==> src/twst_regs.svh <==
// register map, field positions, reset values and status codes of the slave transmitter block
// Function
// - own address with read bit acknowledged: set flag, status 0xa8
// - arbitration lost then addressed for read: acknowledge, set flag, status 0xb0
// - data byte sent and acknowledged: set flag, status 0xb8
// - flag cleared with ack enable low: send byte as final, expect no acknowledge
// - flag cleared with ack enable high: send byte, expect acknowledge
// - data byte answered with no acknowledge: set flag, status 0xc0
// - final byte acknowledged anyway: set flag, status 0xc8
// - clear in 0xc0/0xc8, ack enable low: unaddressed, ignore own and general call
// - clear in 0xc0/0xc8, ack enable high: own address seen, general call if enabled
// - start request set at that clear: issue start once bus is free
// - flag clear means status 0xf8
// - start or stop inside address, data or acknowledge is a bus error, status 0x00
// - bus error sets the flag
// - recovery enters unaddressed mode, clears only the stop request
// - recovery releases both lines and sends no stop
// - read direction gives slave transmitter, write gives slave receiver
// - own address in upper seven bits, lsb enables general call
// - after final byte the master is ignored and reads all ones
`ifndef TWST_REGS_SVH
`define TWST_REGS_SVH
`define TWST_OFF_CTRL 12'h000
`define TWST_OFF_STATUS 12'h004
`define TWST_OFF_DATA 12'h008
`define TWST_OFF_ADDR 12'h00c
`define TWST_CTRL_FLAG 7
`define TWST_CTRL_ACKEN 6
`define TWST_CTRL_STA 5
`define TWST_CTRL_STO 4
`define TWST_CTRL_EN 2
`define TWST_CTRL_RST 8'h00
`define TWST_ADDR_RST 8'h00
`define TWST_DATA_RST 8'hff
`define TWST_CODE_SLA_R 8'ha8
`define TWST_CODE_ARB_R 8'hb0
`define TWST_CODE_DATA_ACK 8'hb8
`define TWST_CODE_DATA_NACK 8'hc0
`define TWST_CODE_LAST_ACK 8'hc8
`define TWST_CODE_IDLE 8'hf8
`define TWST_CODE_BUSERR 8'h00
`define TWST_BYTE_BITS 4'h8
`endif

==> src/twst_pkg.sv <==
// types of the slave transmitter block
package twst_pkg;
   typedef enum logic [2:0] {
      ST_IDLE = 3'b000,
      ST_ADDR = 3'b001,
      ST_AACK = 3'b010,
      ST_TX = 3'b011,
      ST_TACK = 3'b100,
      ST_AEND = 3'b101,
      ST_WAIT = 3'b110,
      ST_ERR = 3'b111
   } twst_state_t;

   typedef struct packed {
      logic flag;
      logic ack_en;
      logic start_request_bit;
      logic stop_request_bit;
      logic en;
   } twst_ctrl_t;

   typedef struct packed {
      twst_state_t st;
      twst_ctrl_t ctrl;
      logic [1:0] presc;
      logic [7:0] data;
      logic [6:0] own;
      logic gce;
      logic [7:0] sh;
      logic [3:0] cnt;
      logic [7:0] code;
      logic last;
      logic busy;
      logic start_pend;
      logic start_gen;
      logic srx;
      logic [2:0] scl_s;
      logic [2:0] sda_s;
      logic sda_oe;
      logic scl_oe;
      logic [31:0] prdata;
      logic pready;
      logic pslverr;
   } twst_all_t;
endpackage

==> src/twst_slave_tx.sv <==
// slave transmitter and miscellaneous status logic of the two-wire interface with an apb register port
`timescale 1ns/1ps
`include "twst_regs.svh"
module twst_slave_tx (
   // apb
   input wire logic pclk,
   input wire logic presetn,
   input wire logic psel,
   input wire logic penable,
   input wire logic pwrite,
   input wire logic [11:0] paddr,
   input wire logic [31:0] pwdata,
   output logic [31:0] prdata,
   output logic pready,
   output logic pslverr,
   // two-wire pins, open drain: oe high pulls the line low
   input wire logic scl_i,
   input wire logic sda_i,
   output logic scl_o,
   output logic scl_oe,
   output logic sda_o,
   output logic sda_oe,
   // neighbouring master and receiver logic
   input wire logic arb_lost_i,
   output logic start_gen_o,
   output logic slave_receive_o
);
   twst_pkg::twst_all_t r_r;
   twst_pkg::twst_all_t r_nxt;

   function automatic logic [7:0] status_byte(input logic flag, input logic [7:0] code, input logic [1:0] presc);
      logic [7:0] v;
      v = flag ? code : `TWST_CODE_IDLE;
      status_byte = {v[7:3], 1'b0, presc};
   endfunction

   logic scl_rise;
   logic scl_fall;
   logic bus_start;
   logic bus_stop;
   logic acc;
   logic wr;
   logic clr;
   logic in_frame;

   always_comb begin
      scl_rise = r_r.scl_s[1] && !r_r.scl_s[2];
      scl_fall = !r_r.scl_s[1] && r_r.scl_s[2];
      bus_start = r_r.scl_s[1] && r_r.scl_s[2] && !r_r.sda_s[1] && r_r.sda_s[2];
      bus_stop = r_r.scl_s[1] && r_r.scl_s[2] && r_r.sda_s[1] && !r_r.sda_s[2];
      acc = psel && penable && r_r.pready;
      wr = acc && pwrite && (paddr == `TWST_OFF_CTRL);
      clr = wr && pwdata[`TWST_CTRL_FLAG] && r_r.ctrl.flag;
      in_frame = (r_r.st == twst_pkg::ST_ADDR && r_r.cnt != 4'h0) || r_r.st == twst_pkg::ST_AACK ||
                 r_r.st == twst_pkg::ST_TX || r_r.st == twst_pkg::ST_TACK || r_r.st == twst_pkg::ST_AEND;
   end

   always_comb begin
      logic set_flag;
      set_flag = 1'b0;
      r_nxt = r_r;
      r_nxt.scl_s = {r_r.scl_s[1:0], scl_i};
      r_nxt.sda_s = {r_r.sda_s[1:0], sda_i};
      r_nxt.start_gen = 1'b0;

      // apb: one wait state, read data registered in the first access cycle
      r_nxt.pready = psel && penable && !r_r.pready;
      if (psel && penable && !r_r.pready) begin
         r_nxt.pslverr = 1'b0;
         case (paddr)
            `TWST_OFF_CTRL: r_nxt.prdata = {24'h000000, r_r.ctrl.flag, r_r.ctrl.ack_en, r_r.ctrl.start_request_bit,
                                            r_r.ctrl.stop_request_bit, 1'b0, r_r.ctrl.en, 2'b00};
            `TWST_OFF_STATUS: r_nxt.prdata = {24'h000000, status_byte(r_r.ctrl.flag, r_r.code, r_r.presc)};
            `TWST_OFF_DATA: r_nxt.prdata = {24'h000000, r_r.data};
            `TWST_OFF_ADDR: r_nxt.prdata = {24'h000000, r_r.own, r_r.gce};
            default: begin
               r_nxt.prdata = 32'h00000000;
               r_nxt.pslverr = 1'b1;
            end
         endcase
      end
      if (acc && pwrite) begin
         case (paddr)
            `TWST_OFF_CTRL: begin
               r_nxt.ctrl.ack_en = pwdata[`TWST_CTRL_ACKEN];
               r_nxt.ctrl.start_request_bit = pwdata[`TWST_CTRL_STA];
               r_nxt.ctrl.stop_request_bit = pwdata[`TWST_CTRL_STO];
               r_nxt.ctrl.en = pwdata[`TWST_CTRL_EN];
            end
            `TWST_OFF_STATUS: r_nxt.presc = pwdata[1:0];
            `TWST_OFF_DATA: r_nxt.data = pwdata[7:0];
            `TWST_OFF_ADDR: begin
               r_nxt.own = pwdata[7:1];
               r_nxt.gce = pwdata[0];
            end
            default: r_nxt.presc = r_r.presc;
         endcase
      end

      if (bus_start) begin
         r_nxt.busy = 1'b1;
      end
      if (bus_stop) begin
         r_nxt.busy = 1'b0;
         r_nxt.srx = 1'b0;
      end
      if (r_r.start_pend && !r_r.busy) begin
         r_nxt.start_gen = 1'b1;
         r_nxt.start_pend = 1'b0;
      end

      case (r_r.st)
         twst_pkg::ST_IDLE: begin
            r_nxt.sda_oe = 1'b0;
            r_nxt.scl_oe = 1'b0;
            if (bus_start && r_r.ctrl.en) begin
               r_nxt.st = twst_pkg::ST_ADDR;
               r_nxt.cnt = 4'h0;
               r_nxt.srx = 1'b0;
            end
         end
         twst_pkg::ST_ADDR: begin
            if (scl_rise) begin
               r_nxt.sh = {r_r.sh[6:0], r_r.sda_s[1]};
               r_nxt.cnt = r_r.cnt + 4'h1;
            end else if (scl_fall && r_r.cnt == `TWST_BYTE_BITS) begin
               // recognition only while ack enable is high
               if (r_r.ctrl.ack_en && r_r.sh[7:1] == r_r.own && r_r.sh[0]) begin
                  r_nxt.st = twst_pkg::ST_AACK;
                  r_nxt.sda_oe = 1'b1;
                  r_nxt.code = arb_lost_i ? `TWST_CODE_ARB_R : `TWST_CODE_SLA_R;
               end else begin
                  if (r_r.ctrl.ack_en && !r_r.sh[0] &&
                      (r_r.sh[7:1] == r_r.own || (r_r.gce && r_r.sh[7:1] == 7'h00))) begin
                     r_nxt.srx = 1'b1;
                  end
                  r_nxt.st = twst_pkg::ST_IDLE;
               end
            end
         end
         twst_pkg::ST_AACK: begin
            if (scl_fall) begin
               r_nxt.sda_oe = 1'b0;
               r_nxt.scl_oe = 1'b1;
               r_nxt.st = twst_pkg::ST_WAIT;
               set_flag = 1'b1;
            end
         end
         twst_pkg::ST_WAIT: begin
            r_nxt.scl_oe = 1'b1;
            if (clr) begin
               if (r_r.code == `TWST_CODE_DATA_NACK || r_r.code == `TWST_CODE_LAST_ACK) begin
                  r_nxt.st = twst_pkg::ST_IDLE;
                  r_nxt.scl_oe = 1'b0;
                  r_nxt.sda_oe = 1'b0;
                  r_nxt.start_pend = pwdata[`TWST_CTRL_STA];
               end else begin
                  r_nxt.st = twst_pkg::ST_TX;
                  r_nxt.sh = r_r.data;
                  r_nxt.cnt = 4'h0;
                  r_nxt.last = !pwdata[`TWST_CTRL_ACKEN];
                  r_nxt.sda_oe = !r_r.data[7];
                  r_nxt.scl_oe = 1'b0;
               end
            end
         end
         twst_pkg::ST_TX: begin
            if (scl_fall) begin
               if (r_r.cnt == `TWST_BYTE_BITS - 4'h1) begin
                  r_nxt.st = twst_pkg::ST_TACK;
                  r_nxt.sda_oe = 1'b0;
               end else begin
                  r_nxt.sh = {r_r.sh[6:0], 1'b1};
                  r_nxt.sda_oe = !r_r.sh[6];
                  r_nxt.cnt = r_r.cnt + 4'h1;
               end
            end
         end
         twst_pkg::ST_TACK: begin
            if (scl_rise) begin
               r_nxt.st = twst_pkg::ST_AEND;
               if (r_r.sda_s[1]) begin
                  r_nxt.code = `TWST_CODE_DATA_NACK;
               end else if (r_r.last) begin
                  r_nxt.code = `TWST_CODE_LAST_ACK;
               end else begin
                  r_nxt.code = `TWST_CODE_DATA_ACK;
               end
            end
         end
         twst_pkg::ST_AEND: begin
            if (scl_fall) begin
               r_nxt.scl_oe = 1'b1;
               r_nxt.st = twst_pkg::ST_WAIT;
               set_flag = 1'b1;
            end
         end
         twst_pkg::ST_ERR: begin
            r_nxt.sda_oe = 1'b0;
            r_nxt.scl_oe = 1'b0;
            if (clr && pwdata[`TWST_CTRL_STO]) begin
               r_nxt.st = twst_pkg::ST_IDLE;
               r_nxt.ctrl.stop_request_bit = 1'b0;
            end
         end
         default: r_nxt.st = twst_pkg::ST_IDLE;
      endcase

      if ((bus_start || bus_stop) && in_frame) begin
         r_nxt.st = twst_pkg::ST_ERR;
         r_nxt.code = `TWST_CODE_BUSERR;
         r_nxt.sda_oe = 1'b0;
         r_nxt.scl_oe = 1'b0;
         set_flag = 1'b1;
      end
      if (!r_r.ctrl.en) begin
         r_nxt.st = twst_pkg::ST_IDLE;
         r_nxt.sda_oe = 1'b0;
         r_nxt.scl_oe = 1'b0;
      end

      // a hardware set wins over a software clear in the same cycle
      if (set_flag) begin
         r_nxt.ctrl.flag = 1'b1;
      end else if (clr) begin
         r_nxt.ctrl.flag = 1'b0;
      end
   end

   always_ff @(posedge pclk or negedge presetn) begin
      if (!presetn) begin
         r_r <= '0;
         r_r.st <= twst_pkg::ST_IDLE;
         r_r.ctrl <= 5'(`TWST_CTRL_RST);
         r_r.data <= `TWST_DATA_RST;
         r_r.own <= 7'h00;
         r_r.code <= `TWST_CODE_IDLE;
         r_r.scl_s <= 3'b111;
         r_r.sda_s <= 3'b111;
      end else begin
         r_r <= r_nxt;
      end
   end

   always_comb begin
      prdata = r_r.prdata;
      pready = r_r.pready;
      pslverr = r_r.pslverr && r_r.pready;
      scl_o = 1'b0;
      sda_o = 1'b0;
      scl_oe = r_r.scl_oe;
      sda_oe = r_r.sda_oe;
      start_gen_o = r_r.start_gen;
      slave_receive_o = r_r.srx;
   end
endmodule

==> config.mk <==
export PLATFORM = sky130hd
export DESIGN_NAME = twst_slave_tx
export DESIGN_NICKNAME = d
export VERILOG_FILES = /design/src/twst_pkg.sv /design/src/twst_slave_tx.sv
export VERILOG_INCLUDE_DIRS = /design/src
export SDC_FILE = /design/constraint.sdc
export NUM_CORES = 1
export LEC_CHECK = 0
export CAP_MARGIN = 20
export CORE_UTILIZATION = 65
export DETAILED_ROUTE_END_ITERATION = 10
export DONT_BUFFER_PORTS = 1
export HOLD_SLACK_MARGIN = 0.05
export PLACE_DENSITY = 0.9
export SYNTH_ARGS = -nofsm -noshare
export SYNTH_HDL_FRONTEND = slang
export SYNTH_SLANG_ARGS = --single-unit
==> constraint.sdc <==
create_clock -name pclk -period 2.7 [get_ports pclk]
set_input_delay 0.27 -clock pclk [delete_from_list [all_inputs] [get_ports pclk]]
set_output_delay 0.27 -clock pclk [all_outputs]
set_load 0.01 [all_outputs]
After elaboration in Yosys (flattened, before gate mapping)
Index checks and enable logic that the tools add are counted.
W data, S select, Z words.
{"block": "classes", "add_sub_neg": 1, "eq_ne": 39, "n_mux": 72, "bitwise_logic": 1, "reduce_logical": 66}
{"cell": "$mux W8", "count": 8}
{"cell": "$mux W12", "count": 5}
{"cell": "$mux W3", "count": 11}
{"cell": "$pmux W8 S4", "count": 1}
{"cell": "$logic_and A1 B1 Y1", "count": 26}
{"cell": "$mux W1", "count": 25}
{"cell": "$eq A12 B4 Y1 const B", "count": 2}
{"cell": "$pmux W8 S3", "count": 1}
{"cell": "$pmux W3 S7", "count": 1}
{"cell": "$mux W2", "count": 10}
{"cell": "$mux W20", "count": 1}
{"cell": "$ne A4 B3 Y1 const B", "count": 5}
{"cell": "$eq A8 B8 Y1 const B", "count": 2}
{"cell": "$ne A4 B2 Y1 const B", "count": 4}
{"cell": "$pmux W4 S4", "count": 1}
{"cell": "$pmux W8 S2", "count": 1}
{"cell": "$mux W7", "count": 2}
{"cell": "$reduce_and A7 Y1", "count": 2}
{"cell": "$eq A12 B3 Y1 const B", "count": 1}
{"cell": "$eq A3 B3 Y1 const B", "count": 4}
{"cell": "$logic_not A12 Y1", "count": 1}
{"cell": "$ne A2 B2 Y1 const B", "count": 6}
{"cell": "$ne A4 B4 Y1 const B", "count": 3}
{"cell": "$logic_not A1 Y1", "count": 10}
{"cell": "29 further kinds", "count": 46}
{"block": "word_totals", "register_bits": 93}

Logic depth before layout (Yosys ltp)
{"block": "logic_depth", "depth_word": 11, "ltp_mapped": 9, "depth_no_buf": 8}

Least setup slack after synthesis
Ideal clock, no wire load.
{"block": "synth_path", "path_kind": "reg-to-reg", "startpoint": "register r_r[55] (netlist bit)", "endpoint": "register r_r[53] (netlist bit)", "t_arrival_ps": 1654, "required_time_ps": 2625, "slack_ps": 971, "path_stages_with_launch": 9, "n_path_buf": 0, "synth_period_minus_slack_ps": 1729, "cell_sequence": "dfrtp_1 > inv_1 > ha_1 > nor2b_1 > nand3_1 > nor4_1 > a21oi_1 > nor2_2 > mux2i_1"}
{"block": "synth_via", "elab_chain_len": 9}
{"element": "start: declaration", "line_no": "twst_slave_tx.sv:28", "rtl": "twst_pkg::twst_all_t r_r;"}
{"element": "start signal: assignment", "line_no": "twst_slave_tx.sv:241", "rtl": "r_r <= r_nxt;"}
{"element": "$reduce_bool A4 Y1", "line_no": "twst_slave_tx.sv:54", "rtl": "in_frame = (r_r.st == twst_pkg::ST_ADDR && r_r.cnt != 4'h0) || r_r.st == twst_pkg::ST_AACK ||"}
{"element": "$logic_and A1 B1 Y1", "line_no": "twst_slave_tx.sv:54"}
{"element": "$logic_or A1 B1 Y1 (2 in a row)", "line_no": "twst_slave_tx.sv:54"}
{"element": "$logic_or A1 B1 Y1 (2 in a row)", "line_no": "twst_slave_tx.sv:55", "rtl": "r_r.st == twst_pkg::ST_TX || r_r.st == twst_pkg::ST_TACK || r_r.st == twst_pkg::ST_AEND;"}
{"element": "$logic_and A1 B1 Y1", "line_no": "twst_slave_tx.sv:209", "rtl": "if ((bus_start || bus_stop) && in_frame) begin"}
{"element": "$ne A3 B1 Y1 (no source line) (tied with other cells)"}
{"element": "$reduce_and A5 Y1 (no source line)"}
Several ways; a longest one is shown, not always the timed one.
A chain may end at the register's enable or synchronous reset.

Final worst setup path
{"block": "layout_path", "startpoint": "register r_r[41] (netlist bit)", "endpoint": "register r_r[53] (netlist bit)"}
{"block": "layout_via", "elab_chain_len": 7}
{"element": "$logic_and A1 B1 Y1", "line_no": "twst_slave_tx.sv:49, twst_slave_tx.sv:50"}
{"element": "$logic_and A1 B1 Y1 (on tied branches) (2 in a row)", "line_no": "twst_slave_tx.sv:49, twst_slave_tx.sv:50"}
{"element": "$logic_or A1 B1 Y1", "line_no": "twst_slave_tx.sv:209"}
{"element": "$logic_and A1 B1 Y1", "line_no": "twst_slave_tx.sv:209"}
{"element": "$ne A3 B1 Y1 (no source line) (tied with other cells)"}
{"element": "$reduce_and A5 Y1 (no source line)"}
Several ways; a longest one is shown, not always the timed one.

==> run summary <==
The flow ran to the end, and the final reports show no timing, DRC or antenna violations. The number of antenna diodes in the final layout is 0. The global-route usage over all layers is 28.4%. The post-synthesis mux area share came out at 12.9%. The root buffer cell is sky130_fd_sc_hd__clkbuf_8. Synthesis handed over a netlist of 375 instances. The delay of the slowest cell on the worst path came out at 0.58 ns.

Summed over all nets, the half-perimeter wirelength after detailed placement is 5730 um. The number of enable flip-flop cells after synthesis is 0. The hold path startpoint is pwdata[1]. The total power divided by cell area is 464 nW/um^2. Between clock sinks in the finished design, the worst skew comes to 0.00616 ns. After synthesis the netlist holds a flip-flop and latch count of 66. Clock tree synthesis inserted a total of 9 buffers.

The startpoint type of the worst setup path is a register. The number of I/O pins is 92. At the pin with the least slew margin, the transition time is 0.709 ns. The global-route wire length before repair is 13300 um.

The largest total area in the synthesized netlist belongs to sky130_fd_sc_hd__dfrtp_1. The first-pass detailed-route iteration total came out at 5. The share of the clock period used by the worst path is 81.5%.

The Yosys step of the flow raised 0 warnings. The die covers 6270 um^2. The final critical path time including I/O delays and setup is 2.20 ns. Summing the areas of all xor and xnor instances in the mapped netlist gives 1.81% of the synthesized area. The total number of H-tree levels is 3. After synthesis, the largest family of logic cells by area is simple AND/OR/NAND/NOR gates. The overall via count from detail_route came out at 2841.

The chip width came out at 79.2 um. After detailed routing, the total wire length is 8220 um. STA classifies the critical path endpoint as a register. For the worst-skew pair, the clock arrives at the later sink with an insertion delay of 0.34 ns.

The detail-routed via count per cell is 6.37. The number of nets with antenna violations after detailed routing came out at 0. The share of synthesized cell area in full adder, half adder and majority cells came out at 0.969%. The highest achievable clock rate came out at 455 MHz.

The number of antenna violations at the first check in global routing is 0. The final sum of negative setup slack is 0 ns. The maximum buffer depth of the clock tree is 2. The largest net degree at the start of global routing is 67. The peak supply drop is 370 uV. The core area is 5640 um^2. The number of pins exceeding their max-slew limit in the final report was 0.

The reported max-cap violation count came out at 0. The clock drives 66 sinks. For this configuration, the core starts out at a cell density of 68.7%. The share of the yosys chip area belonging to registers is 43.2%. In the final layout, the share of cells above drive strength 1 is 21.1%. The via count of the first global-routing pass came to 2611.

After detailed placement, the total cell area comes to 3700 um^2. Dividing the detail-routed wire length by the instance count gives 18.4 um. In the routed design, unresolved DRC markers number 0. The compound-cell area share of the yosys netlist is 12.8%. The worst-case headroom to the max-slew limit came out at 52.5%. TritonCTS built the clock tree. The post-placement cell count came out at 425.

The data required time at the worst endpoint is 2.97 ns. After clock tree synthesis, the repair step resized 0 gates. For the worst setup path, the data arrival time is 2.47 ns. The count of placed standard cells in the final layout, fillers left out came out at 446. The number of endpoints with negative hold slack in the final report came out at 0.

Sorting the synthesized cells by how often they occur yields sky130_fd_sc_hd__dfrtp_1 (47), sky130_fd_sc_hd__nand2_1 (40), sky130_fd_sc_hd__buf_4 (35). The post-synthesis instance area is 3870 um^2. The number of input and output port buffers inserted is 0. The most used flip-flop cell after synthesis is sky130_fd_sc_hd__dfrtp_1. The most common cell in the synthesized netlist is sky130_fd_sc_hd__dfrtp_1.

The path category of the worst min-delay check is in -> reg. The critical path startpoint is r_r[41]$_DFF_PN1_. The slowest stage of the critical path belongs to the cell sky130_fd_sc_hd__dfstp_2. The overall overflow remaining after global route is 0. Setup repair after global routing left no endpoint under its margin.

The routability-driven placement congestion ratio is 0.919. The net count of the finished layout is 424. The growth of design area from synthesis to finish came out at 1.81%.

The origin of the critical flop-to-flop path is r_r[41]$_DFF_PN1_. The largest fanout on the critical path came out at 7. A synthesized cell averages 10.3 um^2.

Walking the worst path, the cells encountered are and2b_1, nand3_1, nor4_1, a21oi_1, nor2_2, mux2i_1. In this run, the number of DRC markers left after iteration 0 of detailed routing was 314. Synthesis instantiated 64 different standard cells from the library. The height of the die came out at 79.2 um. The leakage power of the design is 0.00173 uW. In the synthesized netlist the async set-or-reset flop fraction comes to 100%. The final design area excluding fillers came out at 3950 um^2.

The count of standard-cell rows came out at 27. Yosys attributes the largest share of cell area to sky130_fd_sc_hd__dfrtp_1 (30%), sky130_fd_sc_hd__dfstp_2 (13%), sky130_fd_sc_hd__mux2_2 (7.6%), sky130_fd_sc_hd__buf_4 (6.8%), sky130_fd_sc_hd__o21ai_0 (4.3%). The fraction of the mapped netlist area in simple logic gates is 17.3%. The area share of the leading cell type in the synthesized netlist is 30.4%. The critical path is of the reg -> reg type.

The clock-pin transition on the worst setup and hold timing paths came out at 0.07 ns. The number of setup violations in the final report came out at 0.
[power breakdown]
part	total (uW)	switching, uW	internal (uW)
clock	737	380	357
combinational	82.1	55.9	26.2
sequential	1010	9.96	1000
[critical path, delay by kind of cell, from the launching register on]
kind             cells  cell delay, ns
AO/OA/AOI/OAI        1            0.18
flip-flops           1            0.58
multiplexers         1            0.23
AND/OR/NAND/NOR      4            1.15
[final timing paths]
path,depth (start not counted),slack [ns],endpoint
max in group asynchronous,2,1.92,r_r[41]$_DFF_PN1_
worst max-delay path,6,0.50,r_r[53]$_DFFE_PN1P_
worst min-delay path,1,0.07,r_r[68]$_DFFE_PN0P_
min in group asynchronous,2,0.47,r_r[60]$_DFFE_PN0P_
worst min register to register,0,0.36,r_nxt[41]$_DFF_PN1_
worst max register to register,6,0.50,r_r[53]$_DFFE_PN1P_
[final cells by class]
class	instances	area (um^2)
clock inverters	4	27.5
inverters	11	41.3
flip-flops and latches	66	1680
multi-input cells	272	1870
clock buffers	12	145
well taps	72	90.1
fillers	416	1700
repair buffers	9	97.6
[what timing repair did]
action / in CTS / in global routing
endpoints found under the hold margin: 69 / 0
setup buffers: 0 / 0
hold buffers: 5 / 0
[kinds of logic (layout without fill, tap and decap cells)]
group	Yosys count	in the layout
other	1	26
buffers and inverters	62	36
muxes	44	44
and+or+nand+nor	113	113
adders and majority gates	3	3
xor gates and xnor gates	8	8
DFF	66	66
AOI/OAI and AO/OA	78	78
[per-layer routing]
metal | up-vias | GRT usage, % | wire, um
met3 | 20 | 6.90 | 754
met1 | 1379 | 37.8 | 3410
met5 | - | 0 | 0
li1 | 1273 | - | -
met4 | 0 | 13.8 | 197
met2 | 169 | 43.6 | 3850
[state kept, by name, summed over array words and instances (netlist names)]
signal           flops
start_gen_o          1
pready               1
scl_oe               1
sda_oe               1
slave_receive_o      1
r_nxt                4
r_r                 49
prdata               8
[per-stage QoR]
step                      power, uW  hold slack, ns  util (%)  worst slack, ns
after floorplan                1110         -0.0256         -            0.971
after global placement         1080         -0.0239      65.7            0.648
after detailed placement       1080         -0.0245      65.7            0.605
after CTS                      1830          0.0662      69.9            0.593
after global routing           1880          0.0603      69.9            0.391
final                          1830          0.0710      69.9            0.500
[placed cells by master, fill, tap and decap left out, types with 4 or more instances in the layout]
cell	netlist	layout
sky130_fd_sc_hd__a21oi_1	9	9
sky130_fd_sc_hd__a22o_1	4	4
sky130_fd_sc_hd__conb_1	1	26
sky130_fd_sc_hd__o31ai_1	4	4
sky130_fd_sc_hd__nand2_1	40	40
sky130_fd_sc_hd__nand2b_1	5	5
sky130_fd_sc_hd__mux2_2	26	26
sky130_fd_sc_hd__dlygate4sd3_1	0	4
sky130_fd_sc_hd__nand3_1	11	11
sky130_fd_sc_hd__nor2b_1	4	4
sky130_fd_sc_hd__dfstp_2	19	19
sky130_fd_sc_hd__mux2i_1	16	16
sky130_fd_sc_hd__nor3_1	7	7
sky130_fd_sc_hd__buf_4	35	4
sky130_fd_sc_hd__xnor2_1	7	7
sky130_fd_sc_hd__inv_1	10	10
sky130_fd_sc_hd__o21ai_0	33	33
sky130_fd_sc_hd__clkbuf_8	4	10
sky130_fd_sc_hd__nand4_1	4	4
sky130_fd_sc_hd__dfrtp_1	47	47
sky130_fd_sc_hd__a22oi_1	5	5
sky130_fd_sc_hd__nor2_1	13	13
(Power assumes the default switching activity.)
